==> src/design/err_report_defs.svh <==
// Constants of the recoverable error report encoder.
// Assumes inclusion by bare name from the package and the design.
`ifndef ERR_REPORT_DEFS_SVH
`define ERR_REPORT_DEFS_SVH
// Sizes
`define ERR_NPROC 4
`define ERR_PROC_W 2
`define ERR_ADDR_W 32
`define ERR_GSTAT_W 4
// Register byte offsets
`define OFF_STATUS 8'h00
`define OFF_ADDR 8'h04
`define OFF_MISC 8'h08
`define OFF_GLOBAL 8'h0C
`define OFF_CTRL 8'h10
// Error code values
`define CODE_SCRUB_HI 12'h00C
`define CHAN_GENERIC 4'hF
`define CODE_WB 16'h017A
`define CODE_LOAD 16'h0134
`define CODE_FETCH 16'h0150
`define CODE_FILTER_BIT 12
// Bank status flag positions
`define ST_VAL 31
`define ST_OVER 30
`define ST_UC 29
`define ST_EN 28
`define ST_MISC_INFO_VALID 27
`define ST_ADDRESS_VALID 26
`define ST_PCC 25
`define ST_S 24
`define ST_AR 23
// Bank misc fields
`define MISC_MODE_LSB 6
`define MISC_MODE_PHYS 3'h2
// Error class one-hot positions
`define CLS_SCRUB 0
`define CLS_WB 1
`define CLS_LOAD 2
`define CLS_FETCH 3
// Control bits and reset values
`define CTRL_LOCAL_EN 0
`define RST_WORD 32'h0000_0000
`endif

==> src/design/err_report_pkg.sv <==
// Types of the recoverable error report encoder.
// Assumes the constants header is on the include path.
`include "err_report_defs.svh"
package err_report_pkg;
    // One detected error from the detecting unit
    typedef struct packed {
        logic valid;
        logic [3:0] err_class;
        logic [3:0] channel;
        logic chan_known;
        logic [`ERR_ADDR_W-1:0] addr;
        logic [5:0] addr_lsb;
        logic continuable;
        logic [`ERR_PROC_W-1:0] proc;
    } err_event_t;
    // Global check status of one logical processor
    typedef struct packed {
        logic local_delivery_flag;
        logic in_progress;
        logic error_pointer_valid;
        logic restart_pointer_valid;
    } proc_flags_t;
    // Whole state of the encoder
    typedef struct packed {
        logic [31:0] bank_status;
        logic [`ERR_ADDR_W-1:0] bank_addr;
        logic [31:0] bank_misc;
        proc_flags_t [`ERR_NPROC-1:0] gstat;
        logic local_en;
        logic [`ERR_NPROC-1:0] check_event;
        logic wr_pend;
        logic [7:0] wr_addr;
        logic [31:0] rdata;
        logic ready;
    } state_t;
endpackage : err_report_pkg

==> src/design/recoverable_error_report_encoder.sv <==
// Recoverable error report encoder with an AHB-Lite register slave.
// Assumes the detecting unit runs on CLK_I and pulses one event a cycle.
//
// Behaviour
// - Scrub error logs code 00Cx, channel number or generic 1111 in x.
// - Cache writeback error logs code 17A: eviction, generic, level two.
// - Data load error logs code 134: data read, data, level zero.
// - Instruction fetch error logs code 150: fetch, instruction, level 0.
// - Filtering bit 12 of the logged code is always zero.
// - Action-optional: set VAL UC EN MISC_INFO_VALID ADDRESS_VALID S, clear OVER CONTEXT_CORRUPT_FLAG AR.
// - Action-required: as action-optional but action-required flag set.
// - Scrub and writeback errors load the physical address register.
// - Load and fetch errors also give address through misc and address.
// - Misc holds physical address mode 010b and the lowest valid bit.
// - Action-optional: every processor that receives the event gets restart valid, error invalid.
// - Broadcast event unless local delivery is supported and enabled.
// - Local-only delivery is flagged in the global check status.
// - One shared bank status seen alike by all processors.
// - The consuming processor is the affected one for required errors.
// - Continuable required error: restart and error pointers both valid.
// - Non-continuable required error: restart pointer invalid.
// - Observers of a required error: restart valid, error invalid.
// - A repeated error on the same instruction raises another event.
`timescale 1ns/1ps
`include "err_report_defs.svh"
module recoverable_error_report_encoder #(
    parameter bit LOCAL_SUPPORT = 1'b1
) (
    // Clock and reset
    input wire logic CLK_I,
    input wire logic RST_I,
    // AHB-Lite slave
    input wire logic HSEL_I,
    input wire logic [7:0] HADDR_I,
    input wire logic [1:0] HTRANS_I,
    input wire logic HWRITE_I,
    input wire logic [2:0] HSIZE_I,
    input wire logic [31:0] HWDATA_I,
    input wire logic HREADY_I,
    output logic [31:0] HRDATA_O,
    output logic HREADYOUT_O,
    output logic HRESP_O,
    // Error event from the detecting unit
    input wire err_report_pkg::err_event_t ERR_EVENT_I,
    // Check event and logged information
    output logic [`ERR_NPROC-1:0] CHECK_EVENT_O,
    output logic [31:0] STATUS_O,
    output logic [`ERR_ADDR_W-1:0] ADDR_O,
    output logic [31:0] MISC_O,
    output err_report_pkg::proc_flags_t [`ERR_NPROC-1:0] GSTAT_O
);

    ////////////////////////////////////////////////////////////////////////
    // State and event decode
    err_report_pkg::state_t s_reg;
    err_report_pkg::state_t s_next;
    logic [3:0] cls;
    logic ev;
    logic is_ao;
    logic is_ar;
    logic local_mode;
    logic addr_ok;
    logic [15:0] code;

    // Accept only a single class per event
    assign cls = ERR_EVENT_I.err_class;
    assign ev = ERR_EVENT_I.valid && cls != 4'h0 &&
                (cls & (cls - 4'h1)) == 4'h0;
    assign is_ao = cls[`CLS_SCRUB] | cls[`CLS_WB];
    assign is_ar = cls[`CLS_LOAD] | cls[`CLS_FETCH];
    assign local_mode = LOCAL_SUPPORT & s_reg.local_en;
    assign addr_ok = HSEL_I & HTRANS_I[1] & HREADY_I;

    ////////////////////////////////////////////////////////////////////////
    // Compound error code of the incoming class
    always_comb begin
        code = 16'h0000;
        if (cls[`CLS_SCRUB]) begin
            code = {`CODE_SCRUB_HI,
                    ERR_EVENT_I.chan_known ? ERR_EVENT_I.channel
                                           : `CHAN_GENERIC};
        end else if (cls[`CLS_WB]) begin
            code = `CODE_WB;
        end else if (cls[`CLS_LOAD]) begin
            code = `CODE_LOAD;
        end else if (cls[`CLS_FETCH]) begin
            code = `CODE_FETCH;
        end
        code[`CODE_FILTER_BIT] = 1'b0;
    end

    ////////////////////////////////////////////////////////////////////////
    // Next state: software clears, bus address phase, then event logging
    always_comb begin
        s_next = s_reg;
        s_next.check_event = '0;
        s_next.ready = 1'b1;
        // Data phase of a write
        if (s_reg.wr_pend) begin
            case (s_reg.wr_addr)
                `OFF_STATUS: begin
                    s_next.bank_status = `RST_WORD;
                end
                `OFF_GLOBAL: begin
                    for (int p = 0; p < `ERR_NPROC; p++) begin
                        if (HWDATA_I[p*`ERR_GSTAT_W + 2]) begin
                            s_next.gstat[p].in_progress = 1'b0;
                        end
                    end
                end
                `OFF_CTRL: begin
                    s_next.local_en = HWDATA_I[`CTRL_LOCAL_EN];
                end
                default: begin
                end
            endcase
        end
        // Address phase
        s_next.wr_pend = addr_ok & HWRITE_I;
        s_next.wr_addr = HADDR_I;
        if (addr_ok & ~HWRITE_I) begin
            case (HADDR_I)
                `OFF_STATUS: s_next.rdata = s_reg.bank_status;
                `OFF_ADDR: s_next.rdata = s_reg.bank_addr;
                `OFF_MISC: s_next.rdata = s_reg.bank_misc;
                `OFF_GLOBAL: s_next.rdata = 32'(s_reg.gstat);
                `OFF_CTRL: s_next.rdata = {31'h0, s_reg.local_en};
                default: s_next.rdata = 32'h0000_0000;
            endcase
        end
        // Event logging wins over any software clear of the same cycle
        if (ev) begin
            // One shared bank holds the error for every sharer
            s_next.bank_status = {16'h0000, code};
            s_next.bank_status[`ST_VAL] = 1'b1;
            s_next.bank_status[`ST_OVER] = 1'b0;
            s_next.bank_status[`ST_UC] = 1'b1;
            s_next.bank_status[`ST_EN] = 1'b1;
            s_next.bank_status[`ST_MISC_INFO_VALID] = 1'b1;
            s_next.bank_status[`ST_ADDRESS_VALID] = 1'b1;
            s_next.bank_status[`ST_PCC] = 1'b0;
            s_next.bank_status[`ST_S] = 1'b1;
            s_next.bank_status[`ST_AR] = is_ar;
            s_next.bank_addr = ERR_EVENT_I.addr;
            s_next.bank_misc = {23'h0, `MISC_MODE_PHYS,
                                ERR_EVENT_I.addr_lsb};
            for (int p = 0; p < `ERR_NPROC; p++) begin
                // Local delivery reaches only the affected processor
                if (!local_mode ||
                    p[`ERR_PROC_W-1:0] == ERR_EVENT_I.proc) begin
                    s_next.check_event[p] = 1'b1;
                    s_next.gstat[p].in_progress = 1'b1;
                    s_next.gstat[p].local_delivery_flag =
                        local_mode;
                    if (is_ar &&
                        p[`ERR_PROC_W-1:0] == ERR_EVENT_I.proc) begin
                        // Affected processor of a required error
                        s_next.gstat[p].restart_pointer_valid =
                            ERR_EVENT_I.continuable;
                        s_next.gstat[p].error_pointer_valid =
                            1'b1;
                    end else begin
                        // Reporter of optional errors and all observers
                        s_next.gstat[p].restart_pointer_valid =
                            1'b1;
                        s_next.gstat[p].error_pointer_valid =
                            1'b0;
                    end
                end
            end
        end
    end

    ////////////////////////////////////////////////////////////////////////
    // State register
    always_ff @(posedge CLK_I) begin
        if (RST_I) begin
            s_reg <= '0;
            s_reg.ready <= 1'b1;
        end else begin
            s_reg <= s_next;
        end
    end

    ////////////////////////////////////////////////////////////////////////
    // Outputs straight from the state register, except HRESP_O tied to OKAY
    assign HRDATA_O = s_reg.rdata;
    assign HREADYOUT_O = s_reg.ready;
    assign HRESP_O = 1'b0; // Always OKAY
    assign CHECK_EVENT_O = s_reg.check_event;
    assign STATUS_O = s_reg.bank_status;
    assign ADDR_O = s_reg.bank_addr;
    assign MISC_O = s_reg.bank_misc;
    assign GSTAT_O = s_reg.gstat;

    // Helper: processor of the previous event
    logic [`ERR_PROC_W-1:0] last_proc;
    always_ff @(posedge CLK_I) begin
        last_proc <= ERR_EVENT_I.proc;
    end
endmodule : recoverable_error_report_encoder

==> config.mk <==
export PLATFORM = sky130hd
export DESIGN_NAME = recoverable_error_report_encoder
export DESIGN_NICKNAME = d
export VERILOG_FILES = /design/src/design/err_report_pkg.sv /design/src/design/recoverable_error_report_encoder.sv
export VERILOG_INCLUDE_DIRS = /design/src /design/src/design
export SDC_FILE = /design/constraint.sdc
export NUM_CORES = 1
export LEC_CHECK = 0
export BUFFER_PORTS_ARGS = -buffer_cell sky130_fd_sc_hd__buf_2
export CAP_MARGIN = 10
export CORE_MARGIN = 4
export CORE_UTILIZATION = 40
export CTS_CLUSTER_DIAMETER = 150
export DETAILED_ROUTE_END_ITERATION = 6
export PLACE_DENSITY_LB_ADDON = 0.3
export RECOVER_POWER = 50
export SKIP_LAST_GASP = 1
export SLEW_MARGIN = 20
export SYNTH_ARGS = -nofsm -noshare
export SYNTH_HDL_FRONTEND = slang
export SYNTH_SLANG_ARGS = --single-unit
export TNS_END_PERCENT = 10
==> constraint.sdc <==
create_clock -name CLK_I -period 2.7 [get_ports CLK_I]
set_input_delay 0.405 -clock CLK_I [delete_from_list [all_inputs] [get_ports CLK_I]]
set_output_delay 0.405 -clock CLK_I [all_outputs]
set_load 0.005 [all_outputs]
* Word level (Yosys, flattened, before mapping)
Index checks and enable logic that the tools add are counted.
** Cells by class
- Add/subtract/negate cells :: 1
- Equal/unequal tests :: 9
- Multiplexer cells :: 33
- Bitwise operators :: 8
- Reduce and logical (&&, ||, !) cells :: 25
** Operator list (count)
- 32-bit case mux with 5 select lines :: 1
- 112-bit 2-to-1 mux :: 1
- 32-bit 2-to-1 mux :: 2
- 9-bit 2-to-1 mux :: 3
- 8-bit by 4-bit equality test with 1-bit output, second input constant :: 3
- 4-bit 2-to-1 mux :: 5
- 8-bit by 5-bit equality test with 1-bit output, second input constant :: 2
- 8-bit zero test :: 2
- 1-bit 2-to-1 mux :: 16
- 16-bit 2-to-1 mux :: 1
- 2-bit AND reduction :: 6
- 8-bit by 3-bit equality test with 1-bit output, second input constant :: 1
- 2-bit 2-to-1 mux :: 4
- 1-bit logical AND :: 6
- 1-bit bitwise AND :: 4
- 4-bit bitwise AND :: 1
- 2-bit equality test, first input constant :: 2
- 4-bit zero test :: 1
- 1-bit logical OR :: 4
- 2-bit nonzero test :: 2
- 4-bit nonzero test :: 1
- 4-bit by 1-bit subtractor with 4-bit output, second input constant :: 1
- 1-bit by 2-bit equality test with 1-bit output, first input constant :: 1
- 2-bit zero test :: 1
- other kinds (4) :: 5
** Word-level totals
- Flip-flop bits (word level) :: 124
- Input bits :: 101
- Word-level logic and storage cells :: 101

* Depth between registers and ports, before layout
Gate-level depths: netlist of run 1.
- Depth in word-level cells :: 6
- Mapped depth :: 8
- Mapped depth without buffers :: 4

* Worst setup path after synthesis of run 1
OpenSTA, ideal clock, no wires.
- Path kind :: input to register
- Start :: input ERR_EVENT_I[48] in the netlist's numbering
- End :: register s_reg, in the netlist ADDR_O[0]
- Library setup time :: 116 ps
- Arrival time :: 1665 ps
- Setup slack :: 919 ps
- Cell stages on the path :: 8
- Path through :: buf_2 -> xor2_1 -> a211o_1 -> buf_6 -> and2_4 -> buf_6 -> buf_6 -> a31o_1
** On the way
- Word-level cells in the longest chain between the ends :: 4
- Elaborated cells on any way between the ends :: 6
- Classes of those cells :: add/sub: 1; bitwise: 1; reduce/logical: 4
** RTL lines
- start: declaration :: RTL line recoverable_error_report_encoder.sv:44 : input wire err_report_pkg::err_event_t ERR_EVENT_I,
- 4-bit by 1-bit subtractor with 4-bit output :: RTL line recoverable_error_report_encoder.sv:68 : (cls & (cls - 4'h1)) == 4'h0;
- 4-bit bitwise AND :: RTL line recoverable_error_report_encoder.sv:68
- 4-bit zero test :: RTL line recoverable_error_report_encoder.sv:68
- 1-bit logical AND (*) :: RTL line recoverable_error_report_encoder.sv:67 : assign ev = ERR_EVENT_I.valid && cls != 4'h0 &&
- end signal: assignment :: RTL line recoverable_error_report_encoder.sv:181 : s_reg <= s_next;
- end: declaration :: RTL line recoverable_error_report_encoder.sv:55 : err_report_pkg::state_t s_reg;
Mark *: on every way between the ends. The rest lies on a longest branch, timed or not.
A chain may end at the register's enable or synchronous reset.

==> impl.org, run 1 <==
** Status
- The flow ran to the end, and the final reports show no timing, DRC or antenna violations.

** STA
- For the pin with the worst max-slew slack, the measured transition is approximately 1.3 ns.
- Maximum clock rate :: 0.4726 GHz
- Count of final setup violators :: 0
- In the finished design, the share of the clock period the worst path needs comes to around four fifths.
- Setup repair after global routing left no endpoint under its margin.
- Once routing completed, OpenROAD measured the worst setup slack at 0.5841 ns.
- The number of max-slew violations in the final report came to 0.
- The final number of hold-violating endpoints came to 0.
- The worst path needs 2.116 ns of the cycle, external delays included.
- The worst pin sits at a relative slew slack of 12.61%.
- Clock skew on the completed layout was measured at 0.007771 ns.
- Fin Setup TNS :: 0 ns

** Synthesis
- Proportion of synthesized flip-flops having asynchronous set or reset :: 0%
- The number of different library cells used by synthesis comes to 48.
- Among all flip-flop cells after synthesis, the most frequent one is dfxtp_1.
- During synthesis, Yosys emitted a total of 0 warnings.
- Yosys mapped a number of flops with a built-in enable equal to 0.
- Post-synth design cell area :: 5808 µm²
- Synthesis handed over a netlist of 650 instances.
- For this run, the register share of the synthesized area comes to 38.26%.
- Synthesized flop and latch total :: ~110
- After synthesis, the mean cell area works out to 8.935 µm².

** Clocking
- TritonCTS Sinks :: 111
- TritonCTS clock tree :: done
- Clock transition at path regs :: 0.07 ns
- Later-pin clock latency in the skew report :: 0.35 ns
- The number of hold buffers added after CTS was 0.
- In this run the post-CTS setup repair buffer count came out at 0.
- Maximum root-to-sink buffer count :: 2
- In this run, post-CTS repair resized a total of 0 instances.
- Inserted Clock Buffers :: 9
- The H-tree was split into 3 levels.
- The tree is rooted in a clkbuf_16.

** Critical path
- Startpoint kind of the worst setup timing path :: input pin
- Largest fanout of any net on the critical path :: 43
- Worst Path Buf+Inv :: 3
- Ordered list of cells on the worst path :: clkbuf_1 > inv_2 > buf_4 > and2_1 > a22o_1
- Crit. End Element :: register
- The cell family contributing the most delay on the critical path is buffers and inverters.
- The slowest stage of the critical path belongs to the cell clkbuf_1.
- The largest single stage delay on the critical path is just over 0.9 ns.
- Data on the critical path arrives at its endpoint at around 2.4 ns.
- Worst Path Class, Setup :: in2reg
- Crit path required time :: a little under 3 ns

** Power and ir drop
- Dividing total power by cell area gives a power density of 587.5 nW/µm².
- Maximum resistive drop on vdd :: 0.3373 mV
- Total design power :: 0.003538 W
- For this design the static power due to leakage is between 2 and 3 nW.

** Layout
- Finished Core Util :: 42.89%
- Summing all non-filler instances in the final layout gives an area of 6023 µm².
- After the last flow step, the layout net total stands at 793.
- The area growth from synthesis to layout is 3.705%.
- Of the cells placed in the final design, the portion with a size suffix greater than 1 is a little under a quarter.

** Hold path
- The path class of the tightest hold or removal check is in2reg.

** Global routing
- Global-route wire length before repair :: 23400 µm
- Entering global routing, the biggest net connects 51 pins.
- The number of antenna violations at the first check in global routing is 3.
- Global routing used 17.96% of the available tracks.
- The via count of the first global-routing pass was 4285.
- Leftover overflow at the end of global routing :: 0

** Placed design
- Global placer's final weighted congestion :: 0.8251
- Port bufs :: 176
- HPWL after DPL :: 11250 µm
- At the placement stage, the worst setup path has a slack of 0.4511 ns.
- Placed cell areas :: slightly below 6000 µm²

** Die
- Top-Level Pins :: approximately 250
- The total area inside the core boundary comes to 14040 µm².
- Measured along the x axis, the die boundary spans 128.5 µm.
- From bottom edge to top edge, the die measures 128.5 µm.
- For this configuration, the core starts out at a cell density of 41.36%.
- The floorplan step defined a die boundary enclosing 16510 µm².
- Row generation in the floorplan step produced 43 rows.

** Detailed routing
- Wires add up to 15230 µm.
- Per-cell via count in the routed design :: 5.148
- In this run the remaining antenna-violating nets after routing total 0.
- The first detailed-routing pass ran for 6 iterations.
- Wire per inst :: ~17 µm
- The final route contains ~4500 vias.
- After detailed routing, the number of remaining DRC violations is 0.
- DR iter-0 viols :: ~250

** Run
- Max-cap violation count :: 0
where the power goes:
part | total, W | internal [W] | switching [W]
Clock | 0.00144 | 0.000836 | 0.000606
Sequential | 0.00173 | 0.00169 | 0.0000423
Combinational | 0.000369 | 0.000143 | 0.000226
Total | 0.00354 | 0.00266 | 0.000874
layer usage:
layer | share of wire, % | routed length, µm | up-vias | GRT usage (%)
met5 | 0.18 | 27 | - | 0
met4 | 1.3 | 199 | 4 | 4.077
met3 | 10 | 1588 | 16 | 7.140
met2 | 46 | 7051 | 205 | 29.27
met1 | 42 | 6359 | 2139 | 22.52
li1 | - | - | 2156 | -
cells in the mapped netlist, types with 10 or more instances:
| cell type | number | area (µm²) |
|---|---|---|
| nand2_1 | 64 | 240.2 |
| inv_1 | 11 | 41.29 |
| nor2b_1 | 17 | 106.4 |
| o21ai_0 | 20 | 100.1 |
| mux2i_1 | 15 | 150.1 |
| nor2_1 | 18 | 67.56 |
| a31o_1 | 38 | 332.8 |
| clkbuf_1 | 30 | 112.6 |
| a21oi_1 | 59 | 295.3 |
| a22o_1 | 10 | 87.58 |
| dfxtp_1 | 111 | 2222 |
| buf_4 | 153 | 1149 |
layout make-up:
cell class                      count  area (µm²)
Fill cell                        1418        8019
Inverter                           11       41.29
Antenna cell                        1       2.502
Multi-Input combinational cell    372        2320
Timing Repair Buffer              187       889.6
Sequential cell                   111        2222
Tap cell                          180       225.2
Clock inverter                      6       83.83
Clock buffer                       10       239.0
cells by family after synthesis:
logic type      after synthesis  share of synthesized area (%)
buf+inv                     208                          24.47
simple gates                143                          12.58
mux                          22                          5.105
flops                       111                          38.26
compound gates              163                          19.30
other cells                   2                         0.1293
xor+xnor                      1                         0.1508
worst reg2reg max path: cells and delay by family, from the launching register on:
family / cells / cell delay [ns]
AO/OA/AOI/OAI: 2 / 0.23
AND/OR/NAND/NOR: 2 / 0.93
flip-flops: 1 / 0.47
per-stage QoR:
| stage | std cells | hold WS, ns |
|---|---|---|
| after floorplan | 691 | 0.4263 |
| after global placement | 861 | 0.4361 |
| after detailed placement | 861 | 0.4469 |
| after CTS | 877 | 0.2541 |
| after global routing | 878 | 0.2532 |
| final | 878 | 0.2702 |
final timing paths:
kind              startpoint  slack [ns]            to  cells after the start
max                    RST_I        0.58  HRDATA_O[31]                      5
min          ERR_EVENT_I[24]        0.27    ADDR_O[15]                      2
max reg2reg     STATUS_O[29]        0.97  HRDATA_O[26]                      4
min reg2reg     HRDATA_O[12]        0.46  HRDATA_O[12]                      2
placed cells by master, fill, tap and decap left out, types with 5 or more instances in the layout:
cell type    n
a21oi_1     59
clkbuf_16    9
inv_1       10
a31o_1      38
o21ai_0     20
nor2b_1     17
conb_1      43
mux4_2       6
clkbuf_1    58
nand3_1      9
a22o_1      10
buf_2      117
dfxtp_1    111
mux2i_1     15
nor2_1      18
buf_4       11
nand2_1     64
nor3_1       5
nand2b_1     5
a22oi_1      9
a31oi_1      8
Power figures use the tool's default switching activity.
==> run 2: changes to the inputs <==
==> constraint.sdc (replaced) <==
create_clock -name CLK_I -period 1.72 [get_ports CLK_I]
set_input_delay 0.258 -clock CLK_I [delete_from_list [all_inputs] [get_ports CLK_I]]
set_output_delay 0.258 -clock CLK_I [all_outputs]
set_load 0.005 [all_outputs]
==> impl.org, run 2 (synthesis gave the netlist of run 1 again) <==
** Status
- The flow ran to the end, and the final reports show no timing, DRC or antenna violations.

** Die
- The overall die area came to 16510 µm² (unchanged).
- The die boundary height came to 128.5 µm (unchanged).
- The starting density of the core is 41.36% (unchanged).
- Chip width :: 128.5 µm (unchanged)
- Core footprint :: 14040 µm² (unchanged)
- Top-Level Pins :: 251 (unchanged)
- Rows :: 43 (unchanged)

** Layout
- The final standard cell utilization of the core came to 44.61% (+1.7 points).
- The summed area of non-filler cells in the final layout is 6265 µm² (+4.0%).
- Leading cell types in the layout, fill and taps excluded :: buf_2 (127), dfxtp_1 (111), nand2_1 (64), a21oi_1 (59), clkbuf_1 (48)
- Net total in the final layout :: 814 (+2.6%)
- Fillcell total :: 1404 (-0.99%)
- Leaving out fill and tap cells, the most frequent cell in the layout is buf_2.
- The fraction of layout cells with a size suffix above 1 is 26.60% (+3.2 points).
- Multi-input combinational cell area :: 2318 µm² (about the same)
- The area taken by flip-flops and latches came to 2222 µm² (unchanged).
- Area growth from synthesis to layout :: 7.863%

** Run
- The number of violations of the max-capacitance limit came to 0 (unchanged).

** Placed design
- The total cell area at the placement stage is 6030 µm² (+4.5%).
- The number of port buffers is 176 (unchanged).
- The sum of net half-perimeters after detailed placement is 11720 µm (+4.2%).
- Worst slack at placement :: -0.1231 ns (-0.5742 ns)
- The final weighted congestion of routability-driven global placement was 0.8428 (+2.1%).

** Critical path
- STA classifies the critical path endpoint as a register.
- Worst r2r path cells :: 4 (unchanged)
- Critical Path Max Stage Delay :: 0.64 ns (-0.29 ns)
- The worst register-to-register path ends at HRDATA_O[28].
- Broken down by cell family, the worst path's largest delay share belongs to simple AND/OR/NAND/NOR gates.
- Largest fanout of any net on the critical path :: 5 (-88%)
- CP most frequent cell :: a21oi_1
- Walking the worst path, the cells encountered are or4b_2 > nor4_4 > a21oi_1 > a21oi_1.
- Worst Path Class, Setup :: reg2reg
- Crit path required time :: 2.00 ns (-0.95 ns)
- CP max-delay cell :: or4b_2
- Endpoint arrival time on the critical path :: 1.86 ns (-0.51 ns)
- The reg-to-reg setup timing slack was 0.14 ns (-0.83 ns).
- STA classifies the critical path startpoint as a register.
- Worst Path Buf+Inv :: 0 (-3)
- The startpoint identified for the worst register-to-register timing path is STATUS_O[29].

** Clocking
- Post-cts hold buffer count :: 0 (unchanged)
- Library cell used as clock root buffer :: clkbuf_16
- The post-cts gate resize count is 0 (unchanged).
- The deepest level of the CTS H-tree came to 3 (unchanged).
- TritonCTS clock tree :: done
- The number of setup buffers added after CTS was 0 (unchanged).
- Maximum root-to-sink buffer count :: 2 (unchanged)
- The number of buffers created by CTS came to 9 (unchanged).
- TritonCTS Sinks :: 111 (unchanged)
- Clock transition at path regs :: 0.07 ns (about the same)
- Later-pin clock latency in the skew report :: 0.36 ns (about the same)

** STA
- Unrepaired setup endpoints after global routing :: false
- Period utilisation layout :: 91.75%
- Maximum clock rate :: 0.6337 GHz
- Count of final setup violators :: 0 (unchanged)
- The actual transition at the worst max-transition pin was 1.007 ns (-0.3039 ns).
- The worst clock skew was 0.005633 ns (-0.002138 ns).
- Number of pins exceeding their max-slew limit in the final report :: 0 (unchanged)
- Final Hold Violating Endpoints :: 0 (unchanged)
- The relative slew slack is 32.87% (+20 points).
- The worst path setup slack after routing came to 0.1420 ns (-0.4421 ns).
- The routed design could run at a clock period as short as 1.578 ns.

** Detailed routing
- The sum of routed wire length over all layers is 15550 µm (+2.1%).
- DRC :: 0 (unchanged)
- Wire per inst :: 17.30 µm (-0.25%)
- Detailed-routing iteration count for the pre-antenna-repair pass :: 4 (-2)
- The via count of the routed design was 4560 (+0.88%).
- The residual antenna-violating net count after detailed routing came to 0 (unchanged).
- The iteration-0 DRC count of the detailed router came to 256 (+4.5%).
- Per-cell via count in the routed design :: 5.072 (-1.5%)

** Global routing
- Global-route wire length before repair :: 23650 µm (+1.1%)
- Overall track demand over capacity in global routing :: 18.26% (+0.30 points)
- The total congestion overflow came to 0 (unchanged).
- The via count of the first global-routing pass came to 4443 (+3.7%).
- The number of antenna violations at the first check in global routing came to 2 (-1).
- Largest net degree at the start of global routing :: 40 (-22%)

** Hold path
- Hold Path Origin :: ERR_EVENT_I[15]
- For hold timing, the worst endpoint is ADDR_O[6].
- The depth of the worst hold-timing path is 2 (unchanged).
- Path category of the worst min-delay check :: in2reg

** Power and ir drop
- Maximum resistive drop on vdd :: 0.5077 mV (+51%)
- Leakage power total :: 2.701 nW (+6.1%)
- Pwr/cell area :: 874.2 nW/µm² (+49%)
==> run 2: through the flow <==
| stage | setup TNS (ns) | total power (W) | cells | hold WS (ns) |
|---|---|---|---|---|
| after floorplan | 0 | 0.003274 | 691 | 0.3862 |
| after global placement | -1.931 | 0.003399 | 882 | 0.4359 |
| after detailed placement | -2.920 | 0.003417 | 882 | 0.4428 |
| after CTS | 0 | 0.005556 | 898 | 0.09864 |
| after global routing | 0 | 0.005708 | 898 | 0.1040 |
| final | 0 | 0.005477 | 899 | 0.1125 |
==> run 2: report_power, final <==
group	total, W	switching [W]	internal (W)
Sequential	0.00271	0.0000648	0.00265
Combinational	0.000637	0.000367	0.000269
Clock	0.00213	0.000987	0.00114
==> run 2: worst max-delay path by stage <==
| stage | from | to | depth (start not counted) |
|---|---|---|---|
| CTS | STATUS_O[29] | HRDATA_O[27] | 4 |
| floorplan | ERR_EVENT_I[48] | ADDR_O[28] | 8 |
| finish | STATUS_O[29] | HRDATA_O[28] | 4 |
| global placement | HADDR_I[1] | HRDATA_O[31] | 7 |
| detailed placement | HADDR_I[1] | HRDATA_O[9] | 6 |
| global route | STATUS_O[29] | HRDATA_O[27] | 4 |
==> run 2: layout make-up <==
| type | count | share of cell area (%) |
|---|---|---|
| flip-flops and latches | 111 | 35.47 |
| clock inverters | 6 | 1.118 |
| repair buffers | 208 | 18.45 |
| well taps | 180 | 3.595 |
| multi-input cells | 372 | 37.01 |
| clock buffers | 10 | 3.655 |
| inverters | 11 | 0.6591 |
| diodes | 1 | 0.03994 |
==> run 2: worst register-to-register path: cells and delay by family, from the launching register on <==
kind	cells	cell delay (ns)
AO/OA/AOI/OAI	2	0.22
flip-flops	1	0.34
AND/OR/NAND/NOR	2	0.95
==> run 2: layer usage <==
metal	wire, µm	vias up	GRT usage (%)
li1	-	2195	-
met1	6366	2148	22.62
met2	7367	191	30.13
met3	1526	22	5.895
met4	264	4	6.053
met5	27	-	0
==> run 3: changes to the inputs <==
--- a/config.mk
+++ b/config.mk
@@ -8,6 +8,7 @@
 export LEC_CHECK = 0
 export BUFFER_PORTS_ARGS = -buffer_cell sky130_fd_sc_hd__buf_2
 export CAP_MARGIN = 10
+export CORE_ASPECT_RATIO = 1.2
 export CORE_MARGIN = 4
 export CORE_UTILIZATION = 40
 export CTS_CLUSTER_DIAMETER = 150
==> impl.org, run 3 (synthesis gave the netlist of run 1 again) <==
** Status
- The flow ran to the end, and the final reports show no timing, DRC or antenna violations.

** Die
- The die boundary height is 140 µm (+8.9%).
- Rows :: 48 (+12%)
- The width of the die came to 118 µm (-8.2%).
- The area of the core region is 14290 µm² (+1.8%).
- The total I/O pin count came to 251 (unchanged).
- The starting density of the core is 40.63% (-0.73 points).
- Floorplan die area :: 16520 µm² (about the same)

** Critical path
- The worst register-to-register path begins at STATUS_O[29].
- Endpoint arrival time on the critical path :: 1.81 ns (-0.05 ns)
- Worst r2r path cells :: 4 (unchanged)
- The critical path starts at RST_I.
- STA classifies the critical path startpoint as an input pin.
- The data required time at the worst endpoint is 1.94 ns (-0.06 ns).
- Reg-to-reg slack, setup :: 0.16 ns (+0.02 ns)
- Worst setup path end :: s_reg[41]
- STA classifies the critical path endpoint as a register.
- The highest fanout seen on the critical path is 24 (+19).
- The endpoint identified for the worst register-to-register timing path is HRDATA_O[29].
- Worst Path Class, Setup :: in2reg

** Layout
- Layout cell share with drive strength beyond 1 :: 24.06% (-2.5 points)
- Fillcell total :: 1473 (+4.9%)
- Leaving out fill and tap cells, the most frequent cell in the layout is dfxtp_1.
- Finished Core Util :: 42.97% (-1.6 points)
- From synthesis to final layout, the design area changed by 5.752%.
- The number of nets in the layout is 815 (+0.12%).
- Final Instance Count excl. Fillers :: 895 (-0.44%)
- In the layout the commonest cells are dfxtp_1 (111), buf_2 (109), clkbuf_1 (71), nand2_1 (64), a21oi_1 (59).

** Detailed routing
- DR iter-0 viols :: 227 (-11%)
- Wire per inst :: 16.98 µm (-1.9%)
- DRT antenna net count :: 0 (unchanged)
- The length of the first detailed-routing pass in iterations is 4 (unchanged).
- Final routed wirelength across all metal layers :: 15200 µm (-2.3%)
- Per-cell via count in the routed design :: 5.010 (-1.2%)
- Via total after detailed routing :: 4484 (-1.7%)
- The count of unresolved DRC violations after routing is 0 (unchanged).

** STA
- Fin Setup TNS :: 0 ns (unchanged)
- The highest achievable clock rate came to 0.6311 GHz (-0.41%).
- The actual transition at the worst max-transition pin was 1.120 ns (+0.1130 ns).
- Final Hold Violating Endpoints :: 0 (unchanged)
- The number of max-slew violations in the final report is 0 (unchanged).
- Count of final setup violators :: 0 (unchanged)
- Setup repair after global routing left no endpoint under its margin.
- The worst clock skew was 0.007717 ns (+0.002084 ns).
- The relative slew slack is 25.34% (-7.5 points).
- Minimum clock period :: 1.585 ns (+0.006467 ns)
- The final critical-path share of the clock period is 92.12% (+0.38 points).
- Worst Slack Setup Final :: 0.1355 ns (-0.006467 ns)

** Clocking
- Post-cts hold buffer count :: 0 (unchanged)
- CTS H-Tree Depth :: 3 (unchanged)
- Later-pin clock latency in the skew report :: 0.35 ns (about the same)
- Number of gates resized after cts :: 0 (unchanged)
- TritonCTS clock tree :: done
- Library cell used as clock root buffer :: clkbuf_16
- Inserted Clock Buffers :: 9 (unchanged)
- The number of setup buffers added after CTS came to 0 (unchanged).
- The maximum count of clock buffers along a single path is 2 (unchanged).
- The clock sink count came to 111 (unchanged).
- The clock slew seen by the registers of the worst setup and hold paths is 0.07 ns (about the same).

** Global routing
- The global routing usage summed across all routing layers came to 17.91% (-0.35 points).
- The maximum number of pins on one net before global-route repair is 71 (+78%).
- Initial antenna violation count :: 2 (unchanged)
- The total congestion overflow was 0 (unchanged).
- The via count of the first global-routing pass came to 4572 (+2.9%).
- Global-route wire length before repair :: 23940 µm (+1.2%)

** Power and ir drop
- The worst-case vdd ir drop is 0.3547 mV (-30%).
- Leakage power total :: 2.587 nW (-4.2%)
- Pwr/cell area :: 851.8 nW/µm² (-2.6%)
- Total design power :: 0.005232 W (-4.5%)

** Run
- Max-cap violation count :: 0 (unchanged)

** Placed design
- The final weighted congestion of routability-driven global placement came to 0.7880 (-6.5%).
- The post-placement cell count came to 878 (-0.45%).
- Port bufs :: 176 (unchanged)
- HPWL after DPL :: 11280 µm (-3.7%)
- Worst slack at placement :: -0.1171 ns (+0.006054 ns)

** Hold path
- Path category of the worst min-delay check :: in2reg
-- run 3: final cells by class --
class / count / area (µm²) / share of cell area (%)
inverter: 11 / 41.29 / 0.6722
clock inverter: 4 / 22.52 / 0.3667
multi-input combinational: 372 / 2320 / 37.77
sequential: 111 / 2222 / 36.18
tap: 175 / 219.0 / 3.565
antenna: 1 / 2.502 / 0.04074
clock buffer: 12 / 236.5 / 3.850
timing repair buffer: 209 / 1079 / 17.56
-- run 3: critical path: stages --
cell,delay (ns)
buf_2,0.09
clkbuf_1,0.82
clkbuf_4,0.53
nor2_1,0.09
-- run 3: routing by layer --
layer	track usage [%]	wire [µm]	vias up
met2	31.59	7552	168
li1	-	-	2195
met5	0	21	-
met4	7.284	331	4
met1	20.19	6093	2090
met3	5.372	1198	27
-- run 3: worst min path at each step --
stage | start | endpoint | slack (ns) | depth (start not counted)
final | ERR_EVENT_I[10] | ADDR_O[1] | 0.13 | 2
after global routing | ERR_EVENT_I[25] | ADDR_O[16] | 0.11 | 2
after CTS | ERR_EVENT_I[21] | ADDR_O[12] | 0.11 | 2
after detailed placement | HRDATA_O[0] | HRDATA_O[0] | 0.45 | 2
after global placement | HRDATA_O[12] | HRDATA_O[12] | 0.44 | 2
after floorplan | HADDR_I[0] | s_reg[33] | 0.39 | 1
-- run 3: stage by stage --
stage / instance area (µm²) / hold slack (ns)
5_1_grt: 6140 / 0.1117
3_5_place_dp: 5968 / 0.4472
3_3_place_gp: 5968 / 0.4372
6_report: 6142 / 0.1277
2_1_floorplan: 5962 / 0.3862
4_1_cts: 6227 / 0.1093
-- run 3: where the power goes --
group	internal (W)	switching (W)	leakage [nW]
Clock	0.000979	0.000929	0.126
Combinational	0.000251	0.000362	1.56
Sequential	0.00265	0.0000627	0.901
Total	0.00388	0.00135	2.59
